--- src/design/gpio_pkg.sv ---
package gpio_pkg;

   localparam int unsigned pin_count = 6;
   localparam int unsigned addr_width = 8;

   // ----------------------------------------------------------------
   // Register offsets (byte addresses)
   // ----------------------------------------------------------------
   localparam logic [addr_width-1:0] data_offset = 8'h00;
   localparam logic [addr_width-1:0] direction_offset = 8'h04;
   localparam logic [addr_width-1:0] pullup_offset = 8'h08;
   localparam logic [addr_width-1:0] config_offset = 8'h0c;

   // ----------------------------------------------------------------
   // Field positions
   // ----------------------------------------------------------------
   localparam int unsigned wakeup_bit = 6;
   localparam int unsigned clock_out_bit = 7;
   localparam int unsigned input_only_pin = 2;
   localparam int unsigned shared_clock_pin = 4;
   localparam int unsigned osc_select_lsb = 0;
   localparam int unsigned irq_enable_bit = 2;

   // ----------------------------------------------------------------
   // Reset values
   // ----------------------------------------------------------------
   localparam logic [pin_count-1:0] direction_reset = 6'h00;
   localparam logic [pin_count-1:0] pullup_reset = 6'h00;
   localparam logic clock_out_reset = 1'b0;
   localparam logic irq_enable_reset = 1'b0;

   typedef enum logic [1:0] {
      osc_internal = 2'h0,
      osc_external = 2'h1,
      osc_rc = 2'h2,
      osc_crystal = 2'h3
   } osc_mode_type;

   localparam osc_mode_type osc_reset = osc_internal;

endpackage : gpio_pkg

--- src/design/sync_if.sv ---
interface sync_if #(
   parameter int unsigned width = 7
) (
   input wire logic ref_clk
);
   logic [width-1:0] raw;
   logic [width-1:0] level;

   modport owner (input level, output raw);
   modport filter (input ref_clk, input raw, output level);
endinterface : sync_if

--- src/design/pin_sync.sv ---
module pin_sync #(
   parameter int unsigned width = 7
) (
   sync_if.filter sig,
   input wire logic reset_n
);
   logic [width-1:0] first_q;
   logic [width-1:0] second_q;
   logic [width-1:0] third_q;
   logic [width-1:0] level_q;

   // ----------------------------------------------------------------
   // Three stages; a change counts once stages two and three agree
   // ----------------------------------------------------------------
   always_ff @(posedge sig.ref_clk) begin
      first_q <= sig.raw;
      second_q <= first_q;
      third_q <= second_q;
   end

   always_ff @(posedge sig.ref_clk) begin
      if (!reset_n) begin
         level_q <= '0;
      end else begin
         for (int i = 0; i < int'(width); i++) begin
            if (second_q[i] == third_q[i]) begin
               level_q[i] <= third_q[i];
            end
         end
      end
   end

   assign sig.level = level_q;

endmodule : pin_sync

--- src/design/port_a_gpio.sv ---
// Decided for this implementation: the APB interface to the registers.
module port_a_gpio (
   input wire logic ref_clk,
   input wire logic reset_n,
   input wire logic psel,
   input wire logic penable,
   input wire logic pwrite,
   input wire logic [gpio_pkg::addr_width-1:0] paddr,
   input wire logic [31:0] pwdata,
   input wire logic [3:0] pstrb,
   output logic [31:0] prdata,
   output logic pready,
   output logic pslverr,
   input wire logic [gpio_pkg::pin_count-1:0] pin_in,
   output logic [gpio_pkg::pin_count-1:0] pin_out,
   output logic [gpio_pkg::pin_count-1:0] pin_oe,
   output logic [gpio_pkg::pin_count-1:0] pin_pullup,
   input wire logic undivided_oscillator_clock,
   input wire logic wakeup_request_flag,
   output logic amplifier_output_pin
);
   import gpio_pkg::*;

   localparam int unsigned sync_width = pin_count + 1;
   localparam logic [pin_count-1:0] input_only_mask = pin_count'(1) << input_only_pin;

   // ----------------------------------------------------------------
   // Register state
   // ----------------------------------------------------------------
   logic [pin_count-1:0] port_a_data_latch_q;
   logic [pin_count-1:0] port_a_direction_q;
   logic [pin_count-1:0] port_a_pullup_enable_q;
   logic clock_out_pin_enable_q;
   osc_mode_type oscillator_source_select_q;
   logic irq_enable_q;

   logic [31:0] prdata_q;
   logic [31:0] read_d;
   logic pready_q;
   logic pslverr_q;
   logic mapped;
   logic setup_phase;
   logic write_now;
   logic [pin_count-1:0] pin_level;
   logic osc_level;
   logic [pin_count-1:0] pin_view;
   logic clock_on_pin;
   logic pin4_taken;
   logic [pin_count-1:0] out_d;
   logic [pin_count-1:0] oe_d;
   logic [pin_count-1:0] pull_d;
   logic [pin_count-1:0] out_q;
   logic [pin_count-1:0] oe_q;
   logic [pin_count-1:0] pull_q;
   logic amp_q;
   logic latch_known_q;

   // ----------------------------------------------------------------
   // Pin and oscillator clock synchronisation
   // ----------------------------------------------------------------
   sync_if #(.width(sync_width)) pins (.ref_clk(ref_clk));

   assign pins.raw = {undivided_oscillator_clock, pin_in};
   assign pin_level = pins.level[pin_count-1:0];
   assign osc_level = pins.level[pin_count];

   pin_sync #(.width(sync_width)) u_sync (
      .sig(pins),
      .reset_n(reset_n)
   );

   // ----------------------------------------------------------------
   // APB decode
   // ----------------------------------------------------------------
   assign setup_phase = psel && !penable;
   assign write_now = psel && penable && pready_q && pwrite && !pslverr_q && pstrb[0];

   always_comb begin
      mapped = (paddr == data_offset) || (paddr == direction_offset) ||
               (paddr == pullup_offset) || (paddr == config_offset);
   end

   // ----------------------------------------------------------------
   // Pin 4 ownership
   // ----------------------------------------------------------------
   // Clock-out only counts in internal and RC modes
   assign clock_on_pin = clock_out_pin_enable_q &&
                         (oscillator_source_select_q == osc_internal ||
                          oscillator_source_select_q == osc_rc);
   assign pin4_taken = (oscillator_source_select_q == osc_crystal);

   // ----------------------------------------------------------------
   // Read view of the data register
   // ----------------------------------------------------------------
   always_comb begin
      for (int i = 0; i < int'(pin_count); i++) begin
         pin_view[i] = port_a_direction_q[i] ? port_a_data_latch_q[i] : pin_level[i];
      end
      if (irq_enable_q) begin
         pin_view[input_only_pin] = 1'b0;
      end else begin
         pin_view[input_only_pin] = pin_level[input_only_pin];
      end
   end

   always_comb begin
      read_d = '0;
      case (paddr)
         data_offset: begin
            read_d[pin_count-1:0] = pin_view;
            read_d[wakeup_bit] = wakeup_request_flag;
         end
         direction_offset: begin
            read_d[pin_count-1:0] = port_a_direction_q;
         end
         pullup_offset: begin
            read_d[pin_count-1:0] = port_a_pullup_enable_q;
            read_d[clock_out_bit] = clock_out_pin_enable_q;
         end
         config_offset: begin
            read_d[osc_select_lsb +: 2] = oscillator_source_select_q;
            read_d[irq_enable_bit] = irq_enable_q;
         end
         default: begin
            read_d = '0;
         end
      endcase
   end

   // ----------------------------------------------------------------
   // APB answer: read data captured in setup, ready in the first access cycle
   // ----------------------------------------------------------------
   always_ff @(posedge ref_clk) begin
      if (!reset_n) begin
         pready_q <= 1'b0;
         pslverr_q <= 1'b0;
         prdata_q <= '0;
      end else begin
         pready_q <= setup_phase;
         pslverr_q <= setup_phase && !mapped;
         if (setup_phase) begin
            prdata_q <= pwrite ? 32'h0000_0000 : read_d;
         end
      end
   end

   // ----------------------------------------------------------------
   // Data latch: deliberately without reset so software state survives
   // ----------------------------------------------------------------
   always_ff @(posedge ref_clk) begin
      if (write_now && paddr == data_offset) begin
         port_a_data_latch_q <= pwdata[pin_count-1:0];
      end
   end

   // Never reset, like the latch: checks on latch contents wait for a first write
   always_ff @(posedge ref_clk) begin
      if (write_now && paddr == data_offset) begin
         latch_known_q <= 1'b1;
      end
   end

   always_ff @(posedge ref_clk) begin
      if (!reset_n) begin
         port_a_direction_q <= direction_reset;
      end else if (write_now && paddr == direction_offset) begin
         port_a_direction_q <= pwdata[pin_count-1:0];
      end
   end

   always_ff @(posedge ref_clk) begin
      if (!reset_n) begin
         port_a_pullup_enable_q <= pullup_reset;
         clock_out_pin_enable_q <= clock_out_reset;
      end else if (write_now && paddr == pullup_offset) begin
         port_a_pullup_enable_q <= pwdata[pin_count-1:0];
         clock_out_pin_enable_q <= pwdata[clock_out_bit];
      end
   end

   always_ff @(posedge ref_clk) begin
      if (!reset_n) begin
         oscillator_source_select_q <= osc_reset;
         irq_enable_q <= irq_enable_reset;
      end else if (write_now && paddr == config_offset) begin
         oscillator_source_select_q <= osc_mode_type'(pwdata[osc_select_lsb +: 2]);
         irq_enable_q <= pwdata[irq_enable_bit];
      end
   end

   // ----------------------------------------------------------------
   // Pad control
   // ----------------------------------------------------------------
   always_comb begin
      for (int i = 0; i < int'(pin_count); i++) begin
         oe_d[i] = port_a_direction_q[i];
         out_d[i] = port_a_data_latch_q[i] & port_a_direction_q[i];
         pull_d[i] = port_a_pullup_enable_q[i] & ~port_a_direction_q[i];
      end
      oe_d[input_only_pin] = 1'b0;
      out_d[input_only_pin] = 1'b0;
      pull_d[input_only_pin] = port_a_pullup_enable_q[input_only_pin];
      if (pin4_taken) begin
         oe_d[shared_clock_pin] = 1'b0;
         out_d[shared_clock_pin] = 1'b0;
         pull_d[shared_clock_pin] = 1'b0;
      end else if (clock_on_pin) begin
         oe_d[shared_clock_pin] = 1'b1;
         out_d[shared_clock_pin] = osc_level;
         pull_d[shared_clock_pin] = 1'b0;
      end
   end

   // The forwarded clock is resampled, so only clocks well below ref_clk/2 survive
   always_ff @(posedge ref_clk) begin
      if (!reset_n) begin
         oe_q <= '0;
         out_q <= '0;
         pull_q <= '0;
         amp_q <= 1'b0;
      end else begin
         oe_q <= oe_d;
         out_q <= out_d;
         pull_q <= pull_d;
         amp_q <= pin4_taken;
      end
   end

   assign prdata = prdata_q;
   assign pready = pready_q;
   assign pslverr = pslverr_q;
   assign pin_out = out_q;
   assign pin_oe = oe_q;
   assign pin_pullup = pull_q;
   assign amplifier_output_pin = amp_q;

   // ----------------------------------------------------------------
   // Checks
   // ----------------------------------------------------------------
   input_only_a: assert property (@(posedge ref_clk) disable iff (!reset_n)
      !pin_oe[input_only_pin])
      else $error("input only pin is driven");

   dir_reset_a: assert property (@(posedge ref_clk)
      !reset_n |=> port_a_direction_q == direction_reset)
      else $error("direction not cleared by reset");

   latch_hold_a: assert property (@(posedge ref_clk)
      (!reset_n && latch_known_q) |=> port_a_data_latch_q == $past(port_a_data_latch_q))
      else $error("reset disturbed data latch");

   oe_follow_a: assert property (@(posedge ref_clk) disable iff (!reset_n)
      (!pin4_taken && !clock_on_pin) |=>
      pin_oe[shared_clock_pin] == $past(port_a_direction_q[shared_clock_pin]))
      else $error("driver does not follow direction");

   pullup_gate_a: assert property (@(posedge ref_clk) disable iff (!reset_n)
      port_a_direction_q[0] |=> !pin_pullup[0])
      else $error("pullup on while output");

   pullup_on_a: assert property (@(posedge ref_clk) disable iff (!reset_n)
      (port_a_pullup_enable_q[1] && !port_a_direction_q[1]) |=> pin_pullup[1])
      else $error("pullup missing on input");

   irq_read_a: assert property (@(posedge ref_clk) disable iff (!reset_n)
      (setup_phase && !pwrite && paddr == data_offset && irq_enable_q) |=>
      !prdata[input_only_pin])
      else $error("bit 2 not zero with interrupt on");

   level_read_a: assert property (@(posedge ref_clk) disable iff (!reset_n)
      (setup_phase && !pwrite && paddr == data_offset && !irq_enable_q) |=>
      prdata[input_only_pin] == $past(pin_level[input_only_pin]))
      else $error("bit 2 not pin level");

   latch_read_a: assert property (@(posedge ref_clk) disable iff (!reset_n)
      (setup_phase && !pwrite && paddr == data_offset && port_a_direction_q[0]) |=>
      prdata[0] == $past(port_a_data_latch_q[0]))
      else $error("output pin reads wrong");

   wakeup_read_a: assert property (@(posedge ref_clk) disable iff (!reset_n)
      (setup_phase && !pwrite && paddr == data_offset) |=>
      prdata[wakeup_bit] == $past(wakeup_request_flag))
      else $error("wakeup flag not reflected");

   latch_write_a: assert property (@(posedge ref_clk) disable iff (!reset_n)
      (write_now && paddr == data_offset) |=>
      port_a_data_latch_q == $past(pwdata[pin_count-1:0]))
      else $error("latch write lost");

   no_seventh_a: assert property (@(posedge ref_clk) disable iff (!reset_n)
      (setup_phase && !pwrite && paddr == direction_offset) |=> prdata[31:pin_count] == '0)
      else $error("phantom direction bit");

   clock_pin_a: assert property (@(posedge ref_clk) disable iff (!reset_n)
      clock_on_pin |=> pin_oe[shared_clock_pin])
      else $error("clock out not driven");

   clock_ignored_a: assert property (@(posedge ref_clk) disable iff (!reset_n)
      oscillator_source_select_q == osc_external |=>
      pin_oe[shared_clock_pin] == $past(port_a_direction_q[shared_clock_pin]))
      else $error("clock out active in external mode");

   crystal_pin_a: assert property (@(posedge ref_clk) disable iff (!reset_n)
      pin4_taken |=> !pin_oe[shared_clock_pin] && amplifier_output_pin)
      else $error("pin 4 not released to crystal");

   apb_ready_a: assert property (@(posedge ref_clk) disable iff (!reset_n)
      setup_phase |=> pready ##1 !pready)
      else $error("ready not one cycle after setup");

   refused_access_a: assert property (@(posedge ref_clk) disable iff (!reset_n)
      (setup_phase && !mapped) |=> pready && pslverr && prdata == '0)
      else $error("unmapped access not refused");

   strobe_off_a: assert property (@(posedge ref_clk) disable iff (!reset_n)
      (psel && penable && pready && pwrite && !pstrb[0]) |=>
      $stable({port_a_direction_q, port_a_pullup_enable_q, clock_out_pin_enable_q, irq_enable_q}))
      else $error("write without strobe changed a register");

   pullup_all_a: assert property (@(posedge ref_clk) disable iff (!reset_n)
      port_a_direction_q != '0 |=>
      (pin_pullup & $past(port_a_direction_q) & ~input_only_mask) == '0)
      else $error("pullup left on an output");

   out_latch_a: assert property (@(posedge ref_clk) disable iff (!reset_n)
      (latch_known_q && !pin4_taken && !clock_on_pin) |=>
      pin_out == ($past(port_a_data_latch_q) & $past(port_a_direction_q) & ~input_only_mask))
      else $error("pin output not from latch");

   pullup_map_a: assert property (@(posedge ref_clk) disable iff (!reset_n)
      (setup_phase && !pwrite && paddr == pullup_offset) |=>
      {prdata[31:clock_out_bit + 1], prdata[pin_count]} == '0)
      else $error("phantom pullup bit");

   amp_off_a: assert property (@(posedge ref_clk) disable iff (!reset_n)
      !pin4_taken |=> !amplifier_output_pin)
      else $error("amplifier pin claimed outside crystal mode");

   clock_follow_a: assert property (@(posedge ref_clk) disable iff (!reset_n)
      clock_on_pin |=>
      pin_out[shared_clock_pin] == $past(osc_level) && !pin_pullup[shared_clock_pin])
      else $error("pin 4 not carrying the clock");

   dir_write_a: assert property (@(posedge ref_clk) disable iff (!reset_n)
      (write_now && paddr == direction_offset) |=>
      port_a_direction_q == $past(pwdata[pin_count-1:0]))
      else $error("direction write lost");

   config_write_a: assert property (@(posedge ref_clk) disable iff (!reset_n)
      (write_now && paddr == config_offset) |=>
      oscillator_source_select_q == $past(pwdata[osc_select_lsb +: 2]))
      else $error("oscillator select write lost");

endmodule : port_a_gpio

--- config.mk ---
export PLATFORM = sky130hd
export DESIGN_NAME = port_a_gpio
export DESIGN_NICKNAME = d
export VERILOG_FILES = /design/src/design/gpio_pkg.sv /design/src/design/sync_if.sv /design/src/design/pin_sync.sv /design/src/design/port_a_gpio.sv
export SDC_FILE = /design/constraint.sdc
export NUM_CORES = 1
export LEC_CHECK = 0
export ABC_CLOCK_PERIOD_IN_PS = 2200
export BUFFER_PORTS_ARGS = -buffer_cell sky130_fd_sc_hd__buf_2
export CORE_MARGIN = 5
export CORE_UTILIZATION = 47
export CTS_BUF_LIST = sky130_fd_sc_hd__clkbuf_16
export CTS_CLUSTER_SIZE = 40
export DETAILED_ROUTE_END_ITERATION = 8
export PLACE_DENSITY_LB_ADDON = 0.05
export SLEW_MARGIN = 20
export SYNTH_ARGS = -nofsm -noshare
export SYNTH_HDL_FRONTEND = slang
export SYNTH_HIERARCHICAL = 1
export SYNTH_SLANG_ARGS = --single-unit
--- constraint.sdc ---
create_clock -name ref_clk -period 2.2 [get_ports ref_clk]
set_input_delay 0.66 -clock ref_clk [delete_from_list [all_inputs] [get_ports ref_clk]]
set_output_delay 0.66 -clock ref_clk [all_outputs]
set_load 0.005 [all_outputs]
# == After elaboration in Yosys (flattened, before gate mapping) ==
# Cells that the tools add are included.
# word_totals
register_bits,103
out_inout_bits,53
elab_cells,92
# classes
n_eq_ne,12
muxes,13
n_bitwise,16
n_reduce_logical,23
# op_table
cell,n
== test 8 x 4 -> 1 bit (second input constant),2
logical AND 1 bit,12
one-hot mux 3 bit (4 select lines),1
AND 1 bit,10
2-to-1 mux 1 bit,10
one-hot mux 3 bit (3 select lines),1
== test 8 x 3 -> 1 bit (second input constant),1
zero test 8 bit,1
2-to-1 mux 8 bit,1
== test 1 bit,7
inverter 1 bit,6
== test 2 bit (second input constant),2
logical OR 1 bit,4
zero test 1 bit,3
OR reduction 3 bit,1
zero test 2 bit,1
OR reduction 2 bit,1

# == Logic depth before layout (Yosys ltp) ==
# logic_depth
depth_word,6
depth_mapped,5

# == Hierarchy ==
# Netlist, hierarchy kept.
# by_module_without_submodules
module,instances,cells_each,area_each_um2,seq_area_each_um2
port_a_gpio,1,216,2058.2,1011.0
pin_sync,1,49,674.4,560.5

# == Worst setup path before layout ==
# No wires, ideal clock.
# synth_path
kind,input-to-reg
startpoint,in paddr[5] (netlist bit)
endpoint,reg irq_enable_q
setup_ns,0.119
arrival_time_ns,1.858
required_time_ns,2.081
slack_ns,0.223
path_stages,5
path_buffers,1
cell_sequence,nor4_2 -> nand2_2 -> or4_1 -> buf_2 -> mux2i_1
# synth_via
elab_chain_len,2
# synth_rtl
element,line_no,source
from (decl),port_a_gpio.sv:8,"input wire logic [gpio_pkg::addr_width-1:0] paddr,"
== test 8 x 4 -> 1 bit,port_a_gpio.sv:185,end else if (write_now && paddr == config_offset) begin
logical AND 1 bit,port_a_gpio.sv:185,
to (signal assigned),port_a_gpio.sv:184,irq_enable_q <= irq_enable_reset;
to (signal assigned),port_a_gpio.sv:187,irq_enable_q <= pwdata[irq_enable_bit];
to (decl),port_a_gpio.sv:35,logic irq_enable_q;
# Every way passes these cells.
# A chain may end at the register's enable or synchronous reset.

# == Worst setup path in the final report ==
# Same ends and word-level chain as after synthesis.

==> metrics.txt <==
post-CTS setup repair buffer count 0; Final Skew 0.00610 ns; area occupied by multi-input gates 0.00101 sq mm; Syn Std Cell Area 0.00273 sq mm; Yosys cell types 42; standard-cell rows 27; RSZ-0062 raised after global routing no; CTS tree built; CTS Buf Count 9; largest net degree at the start of global routing 41; first-pass GRT wire length 8.90 mm; Hold Crit Class flop to flop; die area 0.00744 sq mm; async set-reset flop share out of synthesis 0; Critical Path AT 2.07 ns; fmax 539 MHz; share of cells above drive strength 1 0.278; grt total ovfl 0; Seq/Total Area, Yosys 0.575; Residual DRC 0; Area growth syn-to-layout 23.3%; Internal 2.45 mW; final hold viol count 0; Synth area leader dfxtp_1; Post-synth EDFFs 5; post-layout util 0.604; startpoint type of the worst setup path primary input; hold path endpoint u_sync/second_q[4]; # IOs 110; status complete, no violations; static leakage 1.47 nW; core box area 0.00557 sq mm; fin nets 387; Final Critical Period 1.85 ns; Comb pwr share 0.038; antenna viol nets, final 0; type of the worst setup path primary input to flop; via count 1958; total power per unit cell area 917 mW/mm^2; clock-pin slew on the worst setup and hold paths 0.06 ns; Area contributors post-synth dfxtp_1 52%, buf_4 7.1%, edfxtp_1 5.5%, nand2_1 4.8%, mux2i_1 4.0%; share of power burned in registers 0.464; placed inst area 0.00305 sq mm; vias per cell 4.81; Hold Startpoint u_sync/first_q[4]; First-pass DRT Iterations 4; Seq. cell area 0.00157 sq mm; Reg2Reg Setup Slack 0.79 ns; H-tree depth 3; WHS 0.322 ns; First DRT Iteration DRCs 113; critical-path maximum fanout 7; Clock power frac 0.498; DP HPWL 4.02 mm; Synth top area share 0.520; die width 86.3 microns; Setup-failing EPs final 0; diodes inserted 0; hold path cells 0; Sw Ratio 0.205; post-route insts no fill 407; worst vdd ir 543 uV; Placer Congestion 0.789; YS warnings 6; depth of the worst register-to-register path 3; initial antenna violation count 0; Net Switching 634 uW; cts repair resizes 0; buffer depth of the longest clock path 2; routed wire length 5.65 mm; Pins Over Slew Limit 0; flops & latches, synth 76; TritonCTS Sinks 76; Post-synth top flop dfxtp_1; fin crit share 0.843; Die Height 86.3 microns; Cells after Synth 265; final instance area 0.00337 sq mm; R2R Path End irq_enable_q; GRT Util Overall 0.158; Clk Latency, worst-skew pair 0.33 ns; CP Capture Type flop; Setup TNS 0 ns; FILL cells 495; r2r startpoint pready; Initial Utilization 0.490; syn avg cell area 10.3 sq um; cts hold-fix bufs 0; Worst EP required 2.41 ns; Buffers on Ports 55; Cells after DPL 391; number of max-cap violations 0; vias in the first global route 1838; root buffer cell clkbuf_16; post-DR wirelength/cell 13.9 microns; critical path startpoint paddr[5]
## cells in the final DEF (no fill, tap or decap), types with 6 or more instances in the layout
cell type,n
mux2i_1,11
nor2_1,6
conb_1,26
a21boi_1,7
dfxtp_1,71
and2_1,7
buf_2,55
inv_1,6
clkbuf_16,9
o21ai_0,22
a21oi_1,8
buf_4,9
nand2_1,35
## worst max path at each step
stage	to	slack [ns]
after floorplan	irq_enable_q	0.22
after global placement	oscillator_source_select_q[0]	-0.004
after detailed placement	irq_enable_q	-0.009
after CTS	irq_enable_q	0.33
after global routing	clock_out_pin_enable_q	0.26
final	irq_enable_q	0.35
## cell usage after synthesis, drive strengths merged (3+ instances only)
cell     n
nand3    5
or4      3
a21oi    8
a221oi   4
buf     29
edfxtp   5
or3b     5
o21ai   22
nand2   36
mux2i   11
clkbuf   7
inv      5
and3     5
nor3b    4
dfxtp   71
and2     8
a21boi   7
nor2     6
a211oi   3
## metal layers
metal,global-route usage,wire length (microns),share of wire
met4,0.0850,101,0.018
met1,0.202,2600,0.46
met2,0.250,2600,0.46
met3,0.0352,346,0.061
met5,0,0,0
## layout make-up
class / instances / share of cell area
multi-input combinational: 173 / 0.299
clock buffer: 9 / 0.0669
sequential: 76 / 0.467
clock inverter: 7 / 0.0275
tap: 72 / 0.0267
timing repair buffer: 65 / 0.108
inverter: 5 / 0.00557
## registers in the layout, indices dropped and copies added, names as in the netlist
name and cells:
port_a_data_latch_q 5, pin_oe 5, amplifier_output_pin 1, pin_pullup 6
port_a_pullup_enable_q 6, irq_enable_q 1, clock_out_pin_enable_q 1, pin_out 5
u_sync/second_q 7, prdata 8, u_sync/first_q 7, port_a_direction_q 6
oscillator_source_select_q 2, u_sync/sig.level 7, pslverr 1, pready 1
u_sync/third_q 7
## metrics by stage
stage | power, mW | setup slack, ns
finish | 3.09 | 0.346
global route | 3.20 | 0.255
CTS | 3.11 | 0.333
detailed placement | 1.58 | -0.00947
global placement | 1.58 | -0.00446
floorplan | 1.55 | 0.223
## power groups by stage
| stage | Combinational (mW) | Sequential [mW] | Clock [mW] |
|---|---|---|---|
| finish | 0.116 | 1.43 | 1.54 |
| CTS | 0.116 | 1.44 | 1.56 |
| global placement | 0.115 | 1.46 | 0 |
| detailed placement | 0.115 | 1.47 | 0 |
| floorplan | 0.0935 | 1.46 | 0 |
| global route | 0.132 | 1.44 | 1.63 |
## worst max-delay path, stage by stage
cell,delay (ns)
buf_2,0.10
nor4_2,0.33
nand2_2,0.16
or4_1,0.66
mux2i_1,0.16
## logic make-up (layout without fill, tap and decap cells)
kind of cell / after synthesis / count (layout) / synth area share
AND/OR/NAND/NOR: 84 / 84 / 0.169
buffers and inverters: 41 / 86 / 0.0930
AO/OA/AOI/OAI: 50 / 50 / 0.113
multiplexers: 13 / 13 / 0.0485
flip-flops: 76 / 76 / 0.575
other: 1 / 26 / 0.00137
Note: power is estimated with default switching activity, not from simulation.
